===== src/hdl/avf_defs.vh =====
`ifndef AVF_DEFS_VH
`define AVF_DEFS_VH

// Register index times four gives the byte address.
`define AVF_IDX_RVOL      8'h05
`define AVF_IDX_ANALOG    8'h06
`define AVF_IDX_RSVD7     8'h07
`define AVF_IDX_FAULT     8'h08
`define AVF_IDX_IRQ_STAT  8'h09
`define AVF_IDX_IRQ_MASK  8'h0a
`define AVF_IDX_CTRL      8'h0b

`define AVF_RVOL_RESET    8'hcf
`define AVF_RVOL_MAX      8'hff
`define AVF_RVOL_FLOOR    8'h07
`define AVF_ANALOG_RESET  8'h51
`define AVF_FAULT_RESET   2'h0
`define AVF_AGAIN_RSVD    2'h3

`define AVF_AN_MONO_BIT   7
`define AVF_AN_RATE_HI    6
`define AVF_AN_RATE_LO    4
`define AVF_AN_GAIN_HI    3
`define AVF_AN_GAIN_LO    2
`define AVF_AN_SRC_BIT    1
`define AVF_AN_RSVD_BIT   0

`define AVF_FT_TRIP_HI    5
`define AVF_FT_TRIP_LO    4
`define AVF_FT_CLK_BIT    3
`define AVF_FT_OC_BIT     2
`define AVF_FT_DC_BIT     1
`define AVF_FT_OT_BIT     0

`define AVF_CTRL_DS_BIT   0

`endif


===== src/hdl/avf_sync2.v =====
`default_nettype none

// ==========================================================
// Two flip-flop synchroniser for a level from another domain.
module avf_sync2 (
	input  wire clock,
	input  wire rst_b,
	input  wire d,
	output reg  q
);

	reg meta_q;

	always @(posedge clock or negedge rst_b) begin
		if (!rst_b) begin
			meta_q <= 1'b0;
			q      <= 1'b0;
		end else begin
			meta_q <= d;
			q      <= meta_q;
		end
	end

endmodule

`default_nettype wire


===== src/hdl/avf_fault_flag.v =====
`default_nettype none

// ==========================================================
// One fault flag: latching or following its synchronised source.
module avf_fault_flag #(
	parameter LATCH = 1
) (
	input  wire clock,
	input  wire rst_b,
	input  wire raw,
	input  wire release_pulse,
	output reg  flag_q
);

	wire sync_w;

	avf_sync2 u_sync (
		.clock (clock),
		.rst_b (rst_b),
		.d     (raw),
		.q     (sync_w)
	);

	always @(posedge clock or negedge rst_b) begin
		if (!rst_b) begin
			flag_q <= 1'b0;
		end else if (LATCH == 0) begin
			flag_q <= sync_w;
		end else if (sync_w) begin
			flag_q <= 1'b1;
		end else if (release_pulse) begin
			flag_q <= 1'b0;
		end
	end

endmodule

`default_nettype wire


===== src/hdl/avf_regs.v =====
// Operation
// - All-ones volume code gives +24 dB
// - Each code step lowers gain 0.5 dB
// - Volume resets to 0 dB code
// - Code seven -100 dB, below mutes
// - Bit 7 selects stereo or mono bridge
// - Bits 6:4 set switching rate multiple
// - Double speed halves switching frequency
// - Bits 3:2 select analog gain
// - Bit 1 picks mono source slot
// - Bit 0 reserved, resets to one
// - Fault trip field writable, flags read-only
// - Trip code scales nominal level down
// - Clock error flag follows, no latch
// - Other flags latch until shutdown toggled
`include "avf_defs.vh"
`default_nettype none

module avf_regs (
	input  wire        clock,
	input  wire        rst_b,
	input  wire        psel,
	input  wire        penable,
	input  wire        pwrite,
	input  wire [11:0] paddr,
	input  wire [31:0] pwdata,
	output reg  [31:0] prdata,
	output reg         pready,
	output reg         pslverr,
	input  wire        clock_fault_raw,
	input  wire        overcurrent_raw,
	input  wire        dc_fault_raw,
	input  wire        overtemp_raw,
	input  wire        speaker_shutdown_pin,
	output reg  [7:0]  right_gain_code,
	output reg         right_mute,
	output reg  [8:0]  right_atten_half_db,
	output reg         parallel_bridged_mono,
	output reg  [4:0]  switch_mult,
	output reg         switch_half,
	output reg  [1:0]  analog_gain_sel,
	output reg         mono_source_select,
	output reg  [1:0]  overcurrent_trip_level,
	output reg  [2:0]  trip_quarters,
	output reg         irq
);

	// ==========================================================
	// Register state.
	reg  [7:0] rvol_q;
	reg  [7:0] analog_q;
	reg  [1:0] trip_q;
	reg  [3:0] istat_q;
	reg  [3:0] imask_q;
	reg        ds_q;
	reg        sd_prev_q;
	wire       sd_w;
	wire [3:0] flags_w;
	wire       sd_release_w;
	wire       sd_toggle_w;

	avf_sync2 u_sd_sync (
		.clock (clock),
		.rst_b (rst_b),
		.d     (speaker_shutdown_pin),
		.q     (sd_w)
	);

	always @(posedge clock or negedge rst_b) begin
		if (!rst_b) begin
			sd_prev_q <= 1'b0;
		end else begin
			sd_prev_q <= sd_w;
		end
	end

	// Low-to-high on the shutdown pin completes the toggle.
	assign sd_toggle_w  = sd_w & ~sd_prev_q;
	assign sd_release_w = sd_toggle_w;

	// ==========================================================
	// Fault flags.
	avf_fault_flag #(.LATCH(0)) u_clk_flag (
		.clock         (clock),
		.rst_b         (rst_b),
		.raw           (clock_fault_raw),
		.release_pulse (1'b0),
		.flag_q        (flags_w[`AVF_FT_CLK_BIT])
	);

	avf_fault_flag #(.LATCH(1)) u_oc_flag (
		.clock         (clock),
		.rst_b         (rst_b),
		.raw           (overcurrent_raw),
		.release_pulse (sd_release_w),
		.flag_q        (flags_w[`AVF_FT_OC_BIT])
	);

	avf_fault_flag #(.LATCH(1)) u_dc_flag (
		.clock         (clock),
		.rst_b         (rst_b),
		.raw           (dc_fault_raw),
		.release_pulse (sd_release_w),
		.flag_q        (flags_w[`AVF_FT_DC_BIT])
	);

	avf_fault_flag #(.LATCH(1)) u_ot_flag (
		.clock         (clock),
		.rst_b         (rst_b),
		.raw           (overtemp_raw),
		.release_pulse (sd_release_w),
		.flag_q        (flags_w[`AVF_FT_OT_BIT])
	);

	// ==========================================================
	// APB decode.
	wire       access_w = psel & penable & pready;
	wire       wr_w     = access_w & pwrite;
	wire [9:0] idx_w    = paddr[11:2];
	wire       hit_w    = (idx_w == {2'h0, `AVF_IDX_RVOL})
		| (idx_w == {2'h0, `AVF_IDX_ANALOG})
		| (idx_w == {2'h0, `AVF_IDX_RSVD7})
		| (idx_w == {2'h0, `AVF_IDX_FAULT})
		| (idx_w == {2'h0, `AVF_IDX_IRQ_STAT})
		| (idx_w == {2'h0, `AVF_IDX_IRQ_MASK})
		| (idx_w == {2'h0, `AVF_IDX_CTRL});
	wire       rsvd_w   = (idx_w == {2'h0, `AVF_IDX_RSVD7});
	wire       misal_w  = (paddr[1:0] != 2'h0);
	reg  [7:0] rd_byte;

	always @* begin
		rd_byte = 8'h00;
		case (idx_w[7:0])
			`AVF_IDX_RVOL:     rd_byte = rvol_q;
			`AVF_IDX_ANALOG:   rd_byte = analog_q;
			`AVF_IDX_FAULT:    rd_byte = {2'h0, trip_q, flags_w};
			`AVF_IDX_IRQ_STAT: rd_byte = {4'h0, istat_q};
			`AVF_IDX_IRQ_MASK: rd_byte = {4'h0, imask_q};
			`AVF_IDX_CTRL:     rd_byte = {7'h00, ds_q};
			default:           rd_byte = 8'h00;
		endcase
		if (idx_w[9:8] != 2'h0) begin
			rd_byte = 8'h00;
		end
	end

	// Every access completes with no wait state: pready is high in the first access cycle.
	always @(posedge clock or negedge rst_b) begin
		if (!rst_b) begin
			pready  <= 1'b0;
			pslverr <= 1'b0;
			prdata  <= 32'h0000_0000;
		end else begin
			pready  <= psel & ~penable;
			pslverr <= psel & ~penable & (~hit_w | rsvd_w | misal_w);
			if (psel & ~penable & ~pwrite) begin
				prdata <= {24'h00_0000, rd_byte};
			end else if (access_w) begin
				prdata <= 32'h0000_0000;
			end
		end
	end

	wire wr_ok_w = wr_w & ~pslverr;

	// ==========================================================
	// Writable registers.
	always @(posedge clock or negedge rst_b) begin
		if (!rst_b) begin
			rvol_q   <= `AVF_RVOL_RESET;
			analog_q <= `AVF_ANALOG_RESET;
			trip_q   <= `AVF_FAULT_RESET;
			imask_q  <= 4'h0;
			ds_q     <= 1'b0;
		end else if (wr_ok_w) begin
			case (idx_w[7:0])
				`AVF_IDX_RVOL:     rvol_q <= pwdata[7:0];
				`AVF_IDX_ANALOG:   analog_q <= pwdata[7:0];
				`AVF_IDX_FAULT:
					trip_q <= pwdata[`AVF_FT_TRIP_HI:`AVF_FT_TRIP_LO];
				`AVF_IDX_IRQ_MASK: imask_q <= pwdata[3:0];
				`AVF_IDX_CTRL:     ds_q <= pwdata[`AVF_CTRL_DS_BIT];
				default:           rvol_q <= rvol_q;
			endcase
		end
	end

	// Sticky status: a new event wins over a write-one clear.
	wire [3:0] clr_w = (wr_ok_w && idx_w[7:0] == `AVF_IDX_IRQ_STAT)
		? pwdata[3:0] : 4'h0;

	always @(posedge clock or negedge rst_b) begin
		if (!rst_b) begin
			istat_q <= 4'h0;
		end else begin
			istat_q <= (istat_q & ~clr_w) | flags_w;
		end
	end

	// ==========================================================
	// Decoded controls for the analog and audio paths.
	reg [4:0] mult_d;
	reg [2:0] quarters_d;
	wire [8:0] atten_d = {1'b0, `AVF_RVOL_MAX} - {1'b0, rvol_q};

	always @* begin
		case (analog_q[`AVF_AN_RATE_HI:`AVF_AN_RATE_LO])
			3'h0:    mult_d = 5'h06;
			3'h1:    mult_d = 5'h08;
			3'h2:    mult_d = 5'h0a;
			3'h3:    mult_d = 5'h0c;
			3'h4:    mult_d = 5'h0e;
			3'h5:    mult_d = 5'h10;
			3'h6:    mult_d = 5'h14;
			default: mult_d = 5'h18;
		endcase
		case (trip_q)
			2'h0:    quarters_d = 3'h4;
			2'h1:    quarters_d = 3'h3;
			2'h2:    quarters_d = 3'h2;
			default: quarters_d = 3'h1;
		endcase
	end

	always @(posedge clock or negedge rst_b) begin
		if (!rst_b) begin
			right_gain_code        <= `AVF_RVOL_RESET;
			right_mute             <= 1'b0;
			right_atten_half_db    <= 9'h030;
			parallel_bridged_mono  <= 1'b0;
			switch_mult            <= 5'h10;
			switch_half            <= 1'b0;
			analog_gain_sel        <= 2'h0;
			mono_source_select     <= 1'b0;
			overcurrent_trip_level <= 2'h0;
			trip_quarters          <= 3'h4;
			irq                    <= 1'b0;
		end else begin
			right_gain_code        <= rvol_q;
			right_mute             <= (rvol_q < `AVF_RVOL_FLOOR);
			right_atten_half_db    <= atten_d;
			parallel_bridged_mono  <= analog_q[`AVF_AN_MONO_BIT];
			switch_mult            <= mult_d;
			switch_half            <= ds_q;
			// Reserved code 11 is passed as written.
			analog_gain_sel        <= analog_q[`AVF_AN_GAIN_HI:`AVF_AN_GAIN_LO];
			mono_source_select     <= analog_q[`AVF_AN_SRC_BIT];
			overcurrent_trip_level <= trip_q;
			trip_quarters          <= quarters_d;
			irq                    <= |(istat_q & imask_q);
		end
	end

endmodule

`default_nettype wire


===== config.mk =====
export PLATFORM = sky130hd
export DESIGN_NAME = avf_regs
export DESIGN_NICKNAME = d
export VERILOG_FILES = /design/src/hdl/avf_sync2.v /design/src/hdl/avf_fault_flag.v /design/src/hdl/avf_regs.v
export VERILOG_INCLUDE_DIRS = /design/src /design/src/hdl
export SDC_FILE = /design/constraint.sdc
export NUM_CORES = 1
export LEC_CHECK = 0
export BUFFER_PORTS_ARGS = -buffer_cell sky130_fd_sc_hd__buf_4
export CAP_MARGIN = 30
export CORE_MARGIN = 10
export CORE_UTILIZATION = 35
export CTS_BUF_LIST = sky130_fd_sc_hd__clkbuf_16
export DETAILED_ROUTE_END_ITERATION = 10
export GPL_ROUTABILITY_DRIVEN = 1
export PLACE_DENSITY = 0.64
export SKIP_CTS_REPAIR_TIMING = 1
export SLEW_MARGIN = 20
export SYNTH_ARGS = -nofsm -noshare
export SYNTH_HDL_FRONTEND = slang
export SYNTH_SLANG_ARGS = --single-unit

===== constraint.sdc =====
create_clock -name clock -period 3.1 [get_ports clock]
set_clock_uncertainty 0.1 [all_clocks]
set_input_delay 0 -clock clock [delete_from_list [all_inputs] [get_ports clock]]
set_output_delay 0 -clock clock [all_outputs]
set_load 0.02 [all_outputs]

==> summary.txt, run 1 <==
Seq/Total Area, Yosys - 61.1%
CP Class - reg -> reg
Final period util - 74.4%
grt ovf - 0
leak pwr - 2.05 nW
YS warnings - 0
Reg clk slew, reported paths - 0.07 ns
P per Cell Area - 502 nW/um^2
most frequent cells in the layout - buf_4, dfrtp_1, conb_1
Final Cell Area - 4580 um^2
Synth Register Bits - 84
Clock power frac - 44.0%
Nets - 424
vias after detailed routing - 2,368
final setup fails - 0
DR pass1 iterations - 4
Die X - 120 um
TritonCTS clock tree - built
P&R area growth vs syn - 31.6%
GR Util All Layers - 11.2%
drt wl/cell - 16.5 um
Cells after DPL - 467
Num CTS Buffers - 9
Critical Path End - analog_q[1]
internal power - 0.00173 W
vias in the first global route - 2,459
storage element area - 2130 um^2
Final Slew Violations - 0
endpoint class of the critical path - flip-flop
largest net degree at the start of global routing - 44
clk buf depth - 2
overall power - 0.00230 W
Residual DRC - 0
combined area of the multi-input logic cells - 1160 um^2
Max-slew headroom - 46.0%
port bufs - 71
ant diodes - 0
slew at the pin closest to its max-slew limit - 0.808 ns
fraction of layout instances using a drive strength above 1 - 37.6%
Post-DRT Antenna Nets - 0
Highest Clock Rate - 0.434 GHz
Sw Share - 24.8%
FF-to-FF Start - pslverr
Detailed Place HPWL - 6110 um
Final Hold Viols - 0
most used flip-flop cell after synthesis - dfrtp_1
clk root buf - clkbuf_16
setup TNS - 0 ns
Final Non-Filler Cells - 505
I/O pin cnt - 122
crit-path max FO - 5
Final min period - 2.31 ns
Reg2Reg Setup Slack - 0.79 ns
average via count per standard cell - 4.69
arrival time worst endpoint - 2.42 ns
Placement Rows - 36
CP required - 3.22 ns
routability cong. - 0.845
RSZ-0062 raised after global routing - no
switching pwr - 0.000569 W
EDFF count, synth - 0
first-pass GRT wire length - 12,900 um
critical path startpoint - pslverr
dpl cell area - 4080 um^2
R2R depth - 5
area of the mapped netlist - 3480 um^2
Netlist cell types - 53
Avg Inst Size Synth - 13.0 um^2
Fill cells - 930
initial antenna violation count - 0
Starting Density - 35.8%
FF-to-FF End - analog_q[1]
Worst-Skew Late Latency - 0.34 ns
overall die area - 14,300 um^2
Mapped Cells - 268
commonest non-fill, non-tap cell in the layout - buf_4
status - finished clean
final WL - 8320 um
Fin Hold WS - 0.0619 ns
maxcap violations - 0
post-synthesis async set-or-reset flop share - 100%
die height - 120 um
largest vdd supply drop - 0.319 mV
CP Launch Type - flip-flop
Starting DRT DRC Count - 93
core area - 9730 um^2
Logic pwr share - 7.3%
Sequential Power Share - 48.7%
CTS H-tree lvls - 3
TritonCTS Sinks - 84
Hold/Removal Path Class - in -> reg
## synth_stat cells, drive strengths merged (3+ instances only)
master	instances	share of area, %
nor2b	6	1.1
nor2	8	0.86
nor4	6	1.5
ha	3	1.1
o21ai	5	0.72
a21o	7	1.5
nand2b	6	1.1
o2111ai	3	0.76
buf	28	6.1
dfstp	19	14
inv	14	1.5
nor3	6	1.2
mux2	23	7.9
o211ai	3	0.65
nand3	6	0.86
dfrtp	65	47
clkbuf	5	0.54
a32oi	6	1.5
nand2	12	1.6
a22oi	6	1.3
## metal layers
metal / GRT usage [%] / up-vias / routed length [um]
li1: - / 1097 / -
met4: 4.45 / 0 / 178
met3: 3.19 / 15 / 442
met1: 13.4 / 1183 / 3540
met2: 18.7 / 73 / 4170
met5: 0 / - / 0
## area by class of cell
cell class | instances | area share (%)
Multi-Input combinational cell | 162 | 25.4
Clock buffer | 9 | 4.92
Timing Repair Buffer | 96 | 17.2
Clock inverter | 7 | 1.26
Inverter | 14 | 1.15
Sequential cell | 84 | 46.4
Tap cell | 133 | 3.63
## through the flow
step / worst slack (ns) / util, %
after floorplan: 1.05 / -
after global placement: 0.814 / 41.7
after detailed placement: 0.858 / 41.9
after CTS: 0.835 / 44.8
after global routing: 0.709 / 47.1
final: 0.794 / 47.1
## critical path: stages (launching register included)
cell and delay (ns):
dfrtp_1 0.40, nand4b_1 0.25, or2_2 0.35, nor3_2 0.50, buf_4 0.26, mux2_2 0.33
## logic make-up after synthesis
family / count (synthesis) / synth area share (%)
AO/OA/AOI/OAI: 44 / 9.42
other: 1 / 0.108
adder cells (fa/ha/maj): 3 / 1.08
buffers and inverters: 47 / 8.13
AND/OR/NAND/NOR: 63 / 11.5
flip-flops: 84 / 61.1
XOR/XNOR: 2 / 0.504
multiplexers: 24 / 8.16
## sequential cells by signal, indices dropped and copies added, names as in the netlist, 2 cells and up
register and flops:
imask_q 4, trip_quarters 3, overcurrent_trip_level 2, analog_q 8, rvol_q 8, prdata 8, trip_q 2, istat_q 4
right_gain_code 8, analog_gain_sel 2, switch_mult 4, right_atten_half_db 8
## how the worst min path moves through the flow
stage,depth (start not counted),end,slack [ns],from
2_1_floorplan,0,analog_gain_sel[0],-0.40,rst_b
3_3_place_gp,1,u_sd_sync.meta_q,0.01,speaker_shutdown_pin
3_5_place_dp,1,switch_mult[2],-0.07,rst_b
4_1_cts,1,switch_mult[2],-0.43,rst_b
5_1_grt,5,prdata[4],0.09,paddr[10]
6_report,5,prdata[6],0.06,paddr[10]
## power groups by stage
stage / sequential, W / combinational [W] / clock [W]
global placement: 0.00114 / 0.000141 / 0
finish: 0.00112 / 0.000168 / 0.00101
detailed placement: 0.00114 / 0.000146 / 0
floorplan: 0.00114 / 0.0000915 / 0
global route: 0.00112 / 0.000184 / 0.00108
CTS: 0.00112 / 0.000146 / 0.00103
Note: power is estimated with default switching activity, not from simulation.
==> run 2, diff against run 1 <==
- clock period: 3.1 -> 2.27 ns (I/O delays scaled with it)
==> run 2 against run 1 <==
The flow now finishes with violations (negative hold slack). Final cell count rose by 0.79%. Global-route usage rose by 0.14 points. Clock power rose by 53%. Core utilization rose by 0.73 points. Non-clock buffer count rose by 4. Critical path type is now in -> reg. Highest routed layer unchanged.
==> summary.txt, run 2 (synthesized netlist as in run 1, its figures left out) <==
Worst-Skew Late Latency - 0.34 ns
RSZ-0062 raised after global routing - no
Final Slew Violations - 0
ant diodes - 0
TritonCTS clock tree - built
CP Class - in -> reg
final WL - 8380 um
arrival time worst endpoint - 2.14 ns
clk root buf - clkbuf_16
overall power - 0.00331 W
Fin Hold WS - -0.0233 ns
largest net degree at the start of global routing - 45
vias after detailed routing - 2,401
Post-DRT Antenna Nets - 0
CTS H-tree lvls - 3
overall die area - 14,300 um^2
P&R area growth vs syn - 33.7%
Die X - 120 um
cell seen most often among critical-path stages - buf_4
CP max stage delay - 0.58 ns
Max-slew headroom - 49.8%
P per Cell Area - 712 nW/um^2
first-pass GRT wire length - 12,900 um
vias in the first global route - 2,407
DR pass1 iterations - 4
maxcap violations - 0
Nets - 428
largest vdd supply drop - 0.382 mV
leak pwr - 2.11 nW
clk buf depth - 2
crit-path max FO - 13
Starting Density - 35.8%
Placement Rows - 36
GR Util All Layers - 11.3%
port bufs - 71
Fill cells - 921
grt ovf - 0
CP required - 2.45 ns
drt wl/cell - 16.5 um
fraction of layout instances using a drive strength above 1 - 38.8%
storage element area - 2130 um^2
slew at the pin closest to its max-slew limit - 0.748 ns
violations in the final reports - negative hold slack
status - complete, but fails checks
CP bufs+invs - 3
initial antenna violation count - 0
most frequent cells in the layout - buf_4, dfrtp_1, conb_1
routability cong. - 0.849
critical-path cell list - buf_4 > or4_4 > buf_4 > nor2_1 > nand3_1 > a41oi_1 > dlygate4sd3_1
combined area of the multi-input logic cells - 1160 um^2
I/O pin cnt - 122
commonest non-fill, non-tap cell in the layout - buf_4
Highest Clock Rate - 0.508 GHz
Reg clk slew, reported paths - 0.06 ns
endpoint class of the critical path - flip-flop
Hold/Removal Path Class - in -> reg
CP Launch Type - input port
average via count per standard cell - 4.72
Residual DRC - 0
core area - 9730 um^2
critical path's slowest cell - dlygate4sd3_1
die height - 120 um
Final period util - 86.7%
TritonCTS Sinks - 84
final setup fails - 0
setup TNS - 0 ns
Starting DRT DRC Count - 92
Final min period - 1.97 ns
cell family with most CP delay - simple AND/OR/NAND/NOR gates
Detailed Place HPWL - 6110 um
Num CTS Buffers - 9
Final Hold Viols - 1
run 2: final cells by class:
| class | instances | share of cell area [%] |
|---|---|---|
| sequential | 84 | 45.7 |
| multi-input combinational | 162 | 25.0 |
| timing repair buffer | 100 | 17.5 |
| clock buffer | 11 | 5.92 |
| tap | 133 | 3.58 |
| clock inverter | 5 | 1.16 |
| inverter | 14 | 1.13 |
run 2: layer usage:
layer / GRT usage (%) / wire length (um)
met1: 13.5 / 3450
met2: 18.5 / 4290
met3: 3.47 / 499
met4: 5.28 / 142
met5: 0 / 0
run 2: metrics by stage:
| step | instance area, um^2 | utilization, % | cells | hold WS (ns) | worst slack, ns |
|---|---|---|---|---|---|
| final | 4650 | 47.8 | 509 | -0.0233 | 0.302 |
| after global routing | 4650 | 47.8 | 509 | 0.0233 | 0.202 |
| after CTS | 4450 | 45.8 | 489 | -0.443 | 0.293 |
| after detailed placement | 4120 | 42.4 | 473 | -0.0814 | 0.320 |
| after global placement | 4120 | 42.4 | 473 | -0.0839 | 0.344 |
| after floorplan | 3570 | - | 293 | -0.396 | 0.219 |
run 2: worst register-to-register path, stage by stage (launching register included):
cell	delay (ns)
dfrtp_1	0.38
nand4b_1	0.25
or2_2	0.36
nor3_2	0.23
buf_4	0.18
mux2_2	0.33
run 2: where the power goes:
part / leakage [nW] / switching, W / internal [W]
sequential: 0.995 / 0.0000104 / 0.00152
combinational: 0.944 / 0.000145 / 0.0000855
clock: 0.168 / 0.000566 / 0.000983
run 2: worst paths after layout:
path,start,to,slack (ns),cells after the start
setup / recovery,paddr[7],pslverr,0.30,7
max in group asynchronous,rst_b,right_gain_code[3],1.30,3
setup reg to reg,pslverr,analog_q[1],0.32,5
hold / removal,penable,pready,-0.02,3
min in group asynchronous,rst_b,switch_mult[3],0.09,2
hold reg to reg,u_sd_sync.meta_q,u_sd_sync.q,0.25,0
==> run 3, diff against run 2 <==
- CORE_UTILIZATION: 35 -> 25
- PLACE_DENSITY: 0.64 -> 0.51
==> run 3 against run 2 <==
The flow now finishes without violations. Hold slack improved by 0.060 ns. Combinational power rose by 3%. Final cell count rose by 9.6%. Highest routed layer unchanged. Sequential share of layout area fell by 0.21 points. Critical endpoint unchanged.
==> summary.txt, run 3 (synthesized netlist as in run 1, its figures left out) <==
Max-slew headroom - 43.5%
CP required - 2.45 ns
Highest Clock Rate - 0.513 GHz
vias in the first global route - 2,459
routability cong. - 0.859
fraction of layout instances using a drive strength above 1 - 38.6%
initial antenna violation count - 0
Die X - 138 um
most frequent cells in the layout - buf_4, dfrtp_1, conb_1
TritonCTS Sinks - 84
Final min period - 1.95 ns
final setup fails - 0
drt wl/cell - 16.3 um
Starting DRT DRC Count - 111
I/O pin cnt - 122
Num CTS Buffers - 9
commonest non-fill, non-tap cell in the layout - buf_4
cell seen most often among critical-path stages - buf_4
Detailed Place HPWL - 6800 um
grt ovf - 0
TritonCTS clock tree - built
CP max stage delay - 0.58 ns
Worst-Skew Late Latency - 0.35 ns
GR Util All Layers - 9.57%
overall power - 0.00312 W
port bufs - 71
maxcap violations - 0
Residual DRC - 0
P per Cell Area - 667 nW/um^2
critical path's slowest cell - dlygate4sd3_1
CP Launch Type - input port
clk buf depth - 2
slew at the pin closest to its max-slew limit - 0.845 ns
Reg clk slew, reported paths - 0.07 ns
setup TNS - 0 ns
CP Class - in -> reg
Final period util - 85.8%
ant diodes - 0
status - finished clean
DR pass1 iterations - 5
core area - 13,800 um^2
P&R area growth vs syn - 34.3%
critical-path cell list - buf_4 > or4_4 > buf_4 > nor2_1 > nand3_1 > a41oi_1 > dlygate4sd3_1
largest vdd supply drop - 0.395 mV
CTS H-tree lvls - 3
average via count per standard cell - 4.26
Placement Rows - 43
clk root buf - clkbuf_16
Hold/Removal Path Class - in -> async
endpoint class of the critical path - flip-flop
Starting Density - 25.3%
leak pwr - 2.07 nW
largest net degree at the start of global routing - 54
Nets - 430
vias after detailed routing - 2,375
arrival time worst endpoint - 2.13 ns
final WL - 9070 um
Final Slew Violations - 0
first-pass GRT wire length - 13,800 um
Final Hold Viols - 0
RSZ-0062 raised after global routing - no
die height - 138 um
Fill cells - 1,405
Post-DRT Antenna Nets - 0
crit-path max FO - 13
overall die area - 19,000 um^2
## run 3: cell types whose count changed in the layout (fill, tap and decap cells not counted), sizes merged
cell / previous run / this run
clkbuf: 11 / 9
clkinv: 1 / 3
clkinvlp: 0 / 2
buf: 80 / 81
bufinv: 1 / 0
dlygate4sd3: 20 / 21
inv: 17 / 16
## run 3: metrics by stage
step | hold slack, ns | cells | area, um^2 | setup WS (ns) | utilization (%)
6_report | 0.0372 | 558 | 4670 | 0.322 | 33.9
5_1_grt | 0.0800 | 558 | 4670 | 0.241 | 33.9
4_1_cts | -0.496 | 537 | 4460 | 0.323 | 32.4
3_5_place_dp | -0.123 | 521 | 4190 | 0.280 | 30.4
3_3_place_gp | -0.126 | 521 | 4190 | 0.344 | 30.4
2_1_floorplan | -0.396 | 293 | 3570 | 0.219 | -
## run 3: final timing paths
check	startpoint	endpoint	slack [ns]	cells after the start
min	rst_b	prdata[1]	0.04	2
min in group clock	paddr[8]	ds_q	0.08	5
max in group asynchronous	rst_b	switch_mult[4]	1.36	3
max	paddr[7]	pslverr	0.32	7
min reg2reg	u_clk_flag.u_sync.q	u_clk_flag.flag_q	0.24	0
max reg2reg	pslverr	analog_q[7]	0.33	5
## run 3: critical path: cells and delay by family
family                 cells  cell delay [ns]
and+or+nand+nor            3             1.00
AOI/OAI and AO/OA          1             0.22
buffers and inverters      3             0.91
## run 3: metal layers
metal / vias up / GRT usage [%] / share of wire, %
met1: 1185 / 11.1 / 41
li1: 1110 / - / -
met4: 0 / 3.24 / 1.2
met5: - / 0 / 0
met3: 10 / 4.35 / 7.3
met2: 70 / 15.4 / 50
## run 3: cell type report
| cell class | instances | area [um^2] | area share (%) |
|---|---|---|---|
| Sequential cell | 84 | 2130 | 45.5 |
| Multi-Input combinational cell | 162 | 1160 | 24.9 |
| Timing Repair Buffer | 102 | 831 | 17.8 |
| Clock buffer | 9 | 225 | 4.82 |
| Tap cell | 180 | 225 | 4.82 |
| Inverter | 14 | 52.6 | 1.12 |
| Clock inverter | 7 | 48.8 | 1.04 |
## run 3: where the power goes
group | switching, W | internal [W]
clock | 0.000611 | 0.000742
sequential | 0.0000103 | 0.00152
combinational | 0.000147 | 0.0000891
